## src/rtl/sramc_pkg.sv

```systemverilog
// Package for the static memory controller: widths, timing figures and carriers
package sramc_pkg;
  localparam int ADDR_W = 18;
  localparam int DATA_W = 16;
  localparam int LANE_W = 8;
  // Clock period in picoseconds (125 MHz)
  localparam int CLK_PS = 8000;
  // Timing figures in picoseconds, slowest speed grade
  localparam int T_RC_PS = 15000; // read cycle and address access
  localparam int T_WP_PS = 10000; // bare write pulse
  localparam int T_WHZ_PS = 7000; // write enable low to outputs off
  localparam int T_DW_PS = 7000; // data_setup_to_write_end
  localparam int T_OHZ_PS = 7000; // output enable high to outputs off
  // Cycle counts, least times rounded up
  localparam int RD_CYC = (T_RC_PS + CLK_PS - 1) / CLK_PS;
  localparam int WP_CYC = (T_WP_PS + CLK_PS - 1) / CLK_PS;
  localparam int WPOE_CYC = (T_WHZ_PS + T_DW_PS + CLK_PS - 1) / CLK_PS;
  localparam int TA_CYC = (T_OHZ_PS + CLK_PS - 1) / CLK_PS;
  localparam int CNT_W = 4;
  localparam logic [CNT_W-1:0] CNT_ZERO = 4'h0;
  localparam logic [CNT_W-1:0] CNT_ONE = 4'h1;
  localparam logic [CNT_W-1:0] RD_CNT = CNT_W'(RD_CYC);
  localparam logic [CNT_W-1:0] WP_CNT = CNT_W'(WP_CYC);
  localparam logic [CNT_W-1:0] WPOE_CNT = CNT_W'(WPOE_CYC);
  localparam logic [CNT_W-1:0] TA_CNT = CNT_W'(TA_CYC);
  // User request carrier
  typedef struct packed {
    logic write;
    logic keep_oe; // hold output enable low during a write
    logic [1:0] lane_sel; // bit1 upper lane, bit0 lower lane, high = use
    logic [ADDR_W-1:0] addr;
    logic [DATA_W-1:0] wdata;
  } sramc_req_t;
  // Memory pin carrier, control pins active low
  typedef struct packed {
    logic chip_sel_n;
    logic write_en_n;
    logic out_en_n;
    logic upper_lane_en_n;
    logic lower_lane_en_n;
    logic [ADDR_W-1:0] word_addr;
  } sramc_pins_t;
  localparam sramc_pins_t PINS_IDLE = '{1'b1, 1'b1, 1'b1, 1'b1, 1'b1, '0};
endpackage

```

## src/rtl/sramc_ctrl.sv

```systemverilog
// Controller that drives an asynchronous 256K x 16 static memory over its pins
`timescale 1ns/1ns
module sramc_ctrl
  import sramc_pkg::*;
(
  input wire logic clk_sys, // System clock, 125 MHz
  input wire logic nrst, // Synchronous reset, active low
  input wire sramc_req_t req, // Request contents
  input wire logic req_valid, // Request offered
  output logic req_ready_reg, // Controller idle, request taken when valid
  output logic [DATA_W-1:0] rdata_reg, // Read data
  output logic rdata_valid_reg, // One-cycle pulse with read data
  output logic wdone_reg, // One-cycle pulse at write end
  output sramc_pins_t pins_reg, // Memory control and address pins
  output logic [DATA_W-1:0] data_bus_o_reg, // Data to memory
  output logic data_bus_oe_reg, // High while controller drives data bus
  input wire logic [DATA_W-1:0] data_bus_i // Data bus as seen at the pins
);
  typedef enum logic [2:0] {S_IDLE, S_RD, S_TA, S_WSET, S_WP, S_WEND} sramc_state_t;

  sramc_state_t state_reg, state_next;
  logic [CNT_W-1:0] cnt_reg, cnt_next;
  sramc_req_t cur_reg;
  logic [DATA_W-1:0] din_s1_reg, din_s2_reg;
  logic last_rd_reg;

  ////////////////////////////////////////////////////////////////////////////
  // Decode
  wire take = req_ready_reg & req_valid;
  wire rd_take = take & ~req.write;
  wire wr_take = take & req.write;
  wire cnt_done = (cnt_reg == CNT_ONE);
  wire [CNT_W-1:0] cnt_dec = (cnt_reg == CNT_ZERO) ? CNT_ZERO : CNT_W'(cnt_reg - CNT_ONE);
  wire [1:0] lanes_n = ~req.lane_sel;
  // Both lanes off would make the access a no-op; treat as word access
  wire [1:0] lanes_use_n = (lanes_n == 2'h3) ? 2'h0 : lanes_n;
  wire [1:0] cur_lanes_n = (~cur_reg.lane_sel == 2'h3) ? 2'h0 : ~cur_reg.lane_sel;
  // Write pulse length depends on output enable held low
  wire [CNT_W-1:0] wp_len = cur_reg.keep_oe ? WPOE_CNT : WP_CNT;
  wire [DATA_W-1:0] lane_mask = {{LANE_W{~cur_lanes_n[1]}}, {LANE_W{~cur_lanes_n[0]}}};
  // Read data reaches the second sync stage two edges after the access time,
  // so the strobes stand that much longer than the bare access count
  wire [CNT_W-1:0] rd_len = CNT_W'(RD_CNT + CNT_ONE + CNT_ONE);
  wire rd_end = (state_reg == S_RD) && cnt_done;
  // Pin fields come from the request on the take edge, from the copy after it
  wire [ADDR_W-1:0] acc_addr = take ? req.addr : cur_reg.addr;
  wire [1:0] acc_lanes_n = take ? lanes_use_n : cur_lanes_n;
  wire acc_oe_n = take ? ~req.keep_oe : ~cur_reg.keep_oe;
  // With output enable low the memory lets go of the bus only after write
  // enable falls, so data drive waits one cycle inside the two-cycle pulse
  wire wp_drive = ~cur_reg.keep_oe | (state_reg == S_WP);

  ////////////////////////////////////////////////////////////////////////////
  // Next state
  always_comb begin
    state_next = state_reg;
    cnt_next = cnt_dec;
    // Reads count access plus sync; writes go set-up, pulse, end, after a turnaround if the last access was a read
    case (state_reg)
      S_IDLE: begin
        if (rd_take) begin
          state_next = S_RD;
          cnt_next = rd_len;
        end else if (wr_take && last_rd_reg) begin
          // A write right after a read first lets the memory release the bus
          state_next = S_TA;
          cnt_next = TA_CNT;
        end else if (wr_take) begin
          state_next = S_WSET;
        end
      end
      S_RD: begin
        if (cnt_done) begin
          state_next = S_IDLE;
        end
      end
      S_TA: begin
        if (cnt_done) begin
          state_next = S_WSET;
        end
      end
      S_WSET: begin
        state_next = S_WP;
        cnt_next = wp_len;
      end
      S_WP: begin
        if (cnt_done) begin
          state_next = S_WEND;
        end
      end
      S_WEND: begin
        state_next = S_IDLE;
      end
      default: begin
        state_next = S_IDLE;
      end
    endcase
  end

  ////////////////////////////////////////////////////////////////////////////
  // State, request and input synchroniser
  // Request copy is held for the whole access; last_rd_reg picks the turnaround
  always_ff @(posedge clk_sys) begin
    if (!nrst) begin
      state_reg <= S_IDLE;
      cnt_reg <= CNT_ZERO;
      cur_reg <= '0;
      last_rd_reg <= 1'b0;
    end else begin
      state_reg <= state_next;
      cnt_reg <= cnt_next;
      if (take) begin
        cur_reg <= req;
        last_rd_reg <= !req.write;
      end
    end
  end

  // Data bus pins are asynchronous to clk_sys
  // Only the second stage feeds logic; the first may still be settling
  // Read data is therefore taken two edges after it is due at the pins
  always_ff @(posedge clk_sys) begin
    if (!nrst) begin
      din_s1_reg <= '0;
      din_s2_reg <= '0;
    end else begin
      din_s1_reg <= data_bus_i;
      din_s2_reg <= din_s1_reg;
    end
  end

  ////////////////////////////////////////////////////////////////////////////
  // Pin drive
  // Address, select and lanes set together at request, or after the turnaround for a write after a read; write enable falls a
  // cycle later; the memory drives the bus in the write only in set-up, and only with output enable held low
  always_ff @(posedge clk_sys) begin
    if (!nrst) begin
      pins_reg <= PINS_IDLE;
      data_bus_oe_reg <= 1'b0;
      data_bus_o_reg <= '0;
    end else begin
      case (state_next)
        S_RD: begin
          // Strobes and address stand unchanged for the whole count
          pins_reg.word_addr <= acc_addr;
          pins_reg.chip_sel_n <= 1'b0;
          pins_reg.write_en_n <= 1'b1;
          pins_reg.out_en_n <= 1'b0;
          pins_reg.upper_lane_en_n <= acc_lanes_n[1];
          pins_reg.lower_lane_en_n <= acc_lanes_n[0];
          data_bus_oe_reg <= 1'b0;
        end
        S_WSET: begin
          // Select and lanes fall before write enable; output enable per request
          pins_reg.word_addr <= acc_addr;
          pins_reg.chip_sel_n <= 1'b0;
          pins_reg.write_en_n <= 1'b1;
          pins_reg.out_en_n <= acc_oe_n;
          pins_reg.upper_lane_en_n <= acc_lanes_n[1];
          pins_reg.lower_lane_en_n <= acc_lanes_n[0];
          data_bus_oe_reg <= 1'b0;
        end
        S_WP: begin
          // Data launched inside the pulse and held until the pins go idle
          pins_reg.write_en_n <= 1'b0;
          data_bus_oe_reg <= wp_drive;
          data_bus_o_reg <= cur_reg.wdata;
        end
        S_WEND: begin
          // Write and output enables rise together, so the memory does not
          // turn its drivers back on while our data is still held
          pins_reg.write_en_n <= 1'b1; // data held past write end
          pins_reg.out_en_n <= 1'b1;
        end
        S_TA: begin
          // All strobes high while the memory lets go of the bus
          pins_reg <= PINS_IDLE;
          data_bus_oe_reg <= 1'b0;
        end
        default: begin
          pins_reg <= PINS_IDLE;
          data_bus_oe_reg <= 1'b0;
        end
      endcase
    end
  end

  ////////////////////////////////////////////////////////////////////////////
  // User side answers; unused lanes read as zero
  // Ready rises as the machine heads back to idle and drops on the take edge
  // Pulses stand for one cycle; read data holds until the next read ends
  always_ff @(posedge clk_sys) begin
    if (!nrst) begin
      req_ready_reg <= 1'b0;
      rdata_reg <= '0;
      rdata_valid_reg <= 1'b0;
      wdone_reg <= 1'b0;
    end else begin
      req_ready_reg <= (state_next == S_IDLE) && !take;
      rdata_valid_reg <= rd_end;
      if (rd_end) begin
        rdata_reg <= din_s2_reg & lane_mask;
      end
      wdone_reg <= (state_reg == S_WEND);
    end
  end
endmodule

```

## config.mk

```make
export PLATFORM = sky130hd
export DESIGN_NAME = sramc_ctrl
export DESIGN_NICKNAME = d
export VERILOG_FILES = /design/src/rtl/sramc_pkg.sv /design/src/rtl/sramc_ctrl.sv
export SDC_FILE = /design/constraint.sdc
export NUM_CORES = 1
export LEC_CHECK = 0
export BUFFER_PORTS_ARGS = -buffer_cell sky130_fd_sc_hd__buf_2
export CORE_MARGIN = 2
export CORE_UTILIZATION = 52
export DETAILED_ROUTE_END_ITERATION = 8
export PLACE_DENSITY = 0.8
export SLEW_MARGIN = 30
export SYNTH_ARGS = -nofsm -noshare
export SYNTH_HDL_FRONTEND = slang
export SYNTH_SLANG_ARGS = --single-unit
```

## constraint.sdc

```tcl
create_clock -name clk_sys -period 2.5 [get_ports clk_sys]
set_clock_uncertainty 0.05 [all_clocks]
set_input_delay 0.5 -clock clk_sys [delete_from_list [all_inputs] [get_ports clk_sys]]
set_output_delay 0.5 -clock clk_sys [all_outputs]
set_load 0.05 [all_outputs]
```

==> impl_metrics.env <==
export IMPL_result_of_the_run="completed"
export IMPL_drive_above_1_share_pct=28.2
export IMPL_worstSkewPairLatency_ns=0.50
export IMPL_synth_area_leader_cell="dfxtp_1"
export IMPL_antenna_violations_before_repair=0
export IMPL_cts_sinks=136
export IMPL_placement_setup_worst_slack_ns=0.387
export IMPL_placementRows=34
export IMPL_finalNetCount=632
export IMPL_cts_hold_buf=0
export IMPL_critical_path_arrival_ns=2.48
export IMPL_largest_register_ff_count=37
export IMPL_setup_worst_path_start="state_reg[2]"
export IMPL_synth_yosys_seq_area_share_pct=57.7
export IMPL_crit_path_start_kind="flop"
export IMPL_grt_start_max_net_pins=61
export IMPL_number_of_buffers_inserted_by_port_buffering=115
export IMPL_die_height_microns=99.2
export IMPL_yosys_top_cells_area="dfxtp_1 58%, mux2i_1 7.4%, nor2_1 4.9%"
export IMPL_tritoncts="yes"
export IMPL_cts_post_setup_buffers_inserted=0
export IMPL_place_detailed_instances=664
export IMPL_worstMarginPinSlew_ns=0.762
export IMPL_chipWidth_microns=99.2
export IMPL_p_leak_nw=2.71
export IMPL_netlist_area_sq_um=4720
export IMPL_number_of_detailed_routing_iterations_run_before_antenna_repair=5
export IMPL_setup_worst_path_end_class="flop"
export IMPL_grt_busiest_layer="met2"
export IMPL_die_area_sq_um=9850
export IMPL_flow_area_growth_from_synthesis_pct=26.5
export IMPL_final_cells=696
export IMPL_top_level_ports=116
export IMPL_slew_hr_pct=48.6
export IMPL_ys_dominant_reg_cell="dfxtp_1"
export IMPL_timing_final_ws_setup_ns=0.372
export IMPL_vias_per_cell=5.25
export IMPL_synth_area_per_cell_sq_um=10.2
export IMPL_layout_worst_path_cycle_share_pct=85.1
export IMPL_clock_tree_htree_level_count=4
export IMPL_async_flop_share_pct=0
export IMPL_post_synth_top_count_cell="dfxtp_1"
export IMPL_holdPathStages=2
export IMPL_ctsResizeCount=0
export IMPL_hold_violations=0
export IMPL_synthesis_nets=520
export IMPL_drtIter0Drc=219
export IMPL_place_hpwl_mm=6.77
export IMPL_remaining_drc_errors=0
export IMPL_synth_lib_cells_used_distinct=47
export IMPL_multiInputGateArea_sq_um=1830
export IMPL_critPathMaxFanout=24
export IMPL_synthesis_yosys_warnings=0
export IMPL_unrepaired_setup_endpoints_after_global_routing="false"
export IMPL_use_met3_pct=6.54
export IMPL_r2r_cells=4
export IMPL_number_of_setup_violations_in_the_final_report=0
export IMPL_max_clock_freq_ghz=0.470
export IMPL_routabilityCongestion=0.809
export IMPL_r2r_start="state_reg[2]"
export IMPL_postRouteAntennaNets=0
export IMPL_max_clock_path_buffers=2
export IMPL_fin_crit_ns=2.13
export IMPL_route_detailed_wl_per_inst_microns=14.5
export IMPL_cts_buffers=17
export IMPL_initial_core_util_pct=53.8
export IMPL_hold_path_startpoint="data_bus_i[3]"
export IMPL_grt_remaining_overflow=0
export IMPL_core_area_sq_um=8760
export IMPL_hold_class="input port to flop"
export IMPL_synth_seq_cells=136
export IMPL_diodes=0
export IMPL_final_hold_worst_slack_ns=0.152
export IMPL_synth_edff_count=0
export IMPL_crit_required_ns=2.85
export IMPL_totalNegativeSetupSlack_ns=0
export IMPL_route_final_wire_length_mm=10.1
export IMPL_timing_max_cap_violations=0
export IMPL_drv_slew=0
export IMPL_grtUsageTotal_pct=21.1
export IMPL_grt_pass1_wl_mm=16.8
export IMPL_grt_met2_usage_pct=35.2
export IMPL_grt_met1_usage_pct=25.6
export IMPL_first_global_vias=3557
export IMPL_critPathKind="flop to flop"
export IMPL_ir_worst_vdd_mv=0.588
export IMPL_fillerInstances=667
export IMPL_synth_top_area_share_pct=57.7
export IMPL_power_density_nw_per_um2=898
export IMPL_dr_vias=3657
export IMPL_seqCellArea_sq_um=2720
export IMPL_path_clk_slew_ns=0.06
export IMPL_syn_inst_count=463
export IMPL_clock_root_buffer="clkbuf_8"
export IMPL_top_cells_by_count_synth="136 x dfxtp_1, 61 x nor2_1, 46 x nand2_1, 35 x mux2i_1, 34 x and2_1"
cell families after synthesis:
logic type / after synthesis / synth area share (%)
AO/OA/AOI/OAI: 88 / 13.6
AND/OR/NAND/NOR: 168 / 17.5
flip-flops: 136 / 57.7
buffers and inverters: 35 / 3.45
multiplexers: 36 / 7.75
worst max-delay path: stages (launching register included):
cell and delay, ns:
dfxtp_1 0.62, or3b_1 0.49, o21a_1 0.31, buf_4 0.29, a211oi_1 0.26
cell usage in the layout, fill, tap and decap left out, types with 3 or more instances in the layout:
cell type    n
clkinv_4     3
a21oi_1     27
a22o_1      16
buf_2      115
and2_1      34
dfxtp_1    136
nor3_1       5
bufinv_16    3
nand2_1     45
o21a_1       3
o21ai_0      6
mux2i_1     35
buf_4        7
inv_6        4
nand3b_1     3
a211oi_1    18
nand2b_1     3
nor2_1      61
inv_1        4
clkbuf_16   16
metal layers:
layer | wire length [microns] | part of all wire (%) | vias up
met1 | 4260 | 42 | 1728
met5 | 0 | 0 | -
met4 | 80 | 0.79 | 0
met2 | 5100 | 50 | 111
met3 | 691 | 6.8 | 8
li1 | - | - | 1810
report_power, final:
group          internal [mW]  total (mW)  switching, mW
combinational          0.182       0.502          0.319
clock                   1.55        2.53          0.976
sequential              2.27        2.33         0.0581
total                   4.00        5.35           1.35
cell type report:
cell class              count  share of cell area (%)
flip-flops and latches    136                    45.6
clock buffers              18                    7.01
inverters                   5                   0.315
well taps                 108                    2.27
multi-input cells         292                    30.7
clock inverters            14                    3.17
repair buffers            123                    10.9
per-stage QoR:
stage / total power, mW / area [sq um] / utilization (%)
2_1_floorplan: 2.73 / 4720 / -
3_3_place_gp: 2.85 / 5360 / 61.1
3_5_place_dp: 2.87 / 5360 / 61.1
4_1_cts: 5.40 / 5960 / 68.1
5_1_grt: 5.55 / 5960 / 68.1
6_report: 5.35 / 5960 / 68.1
worst paths after layout:
check | end | slack [ns]
worst max-delay path | pins_reg[17] | 0.37
worst min-delay path | din_s1_reg[3] | 0.15
worst max register to register | pins_reg[17] | 0.37
worst min register to register | din_s2_reg[3] | 0.38
No activity file was read; power rests on OpenSTA's default activity.
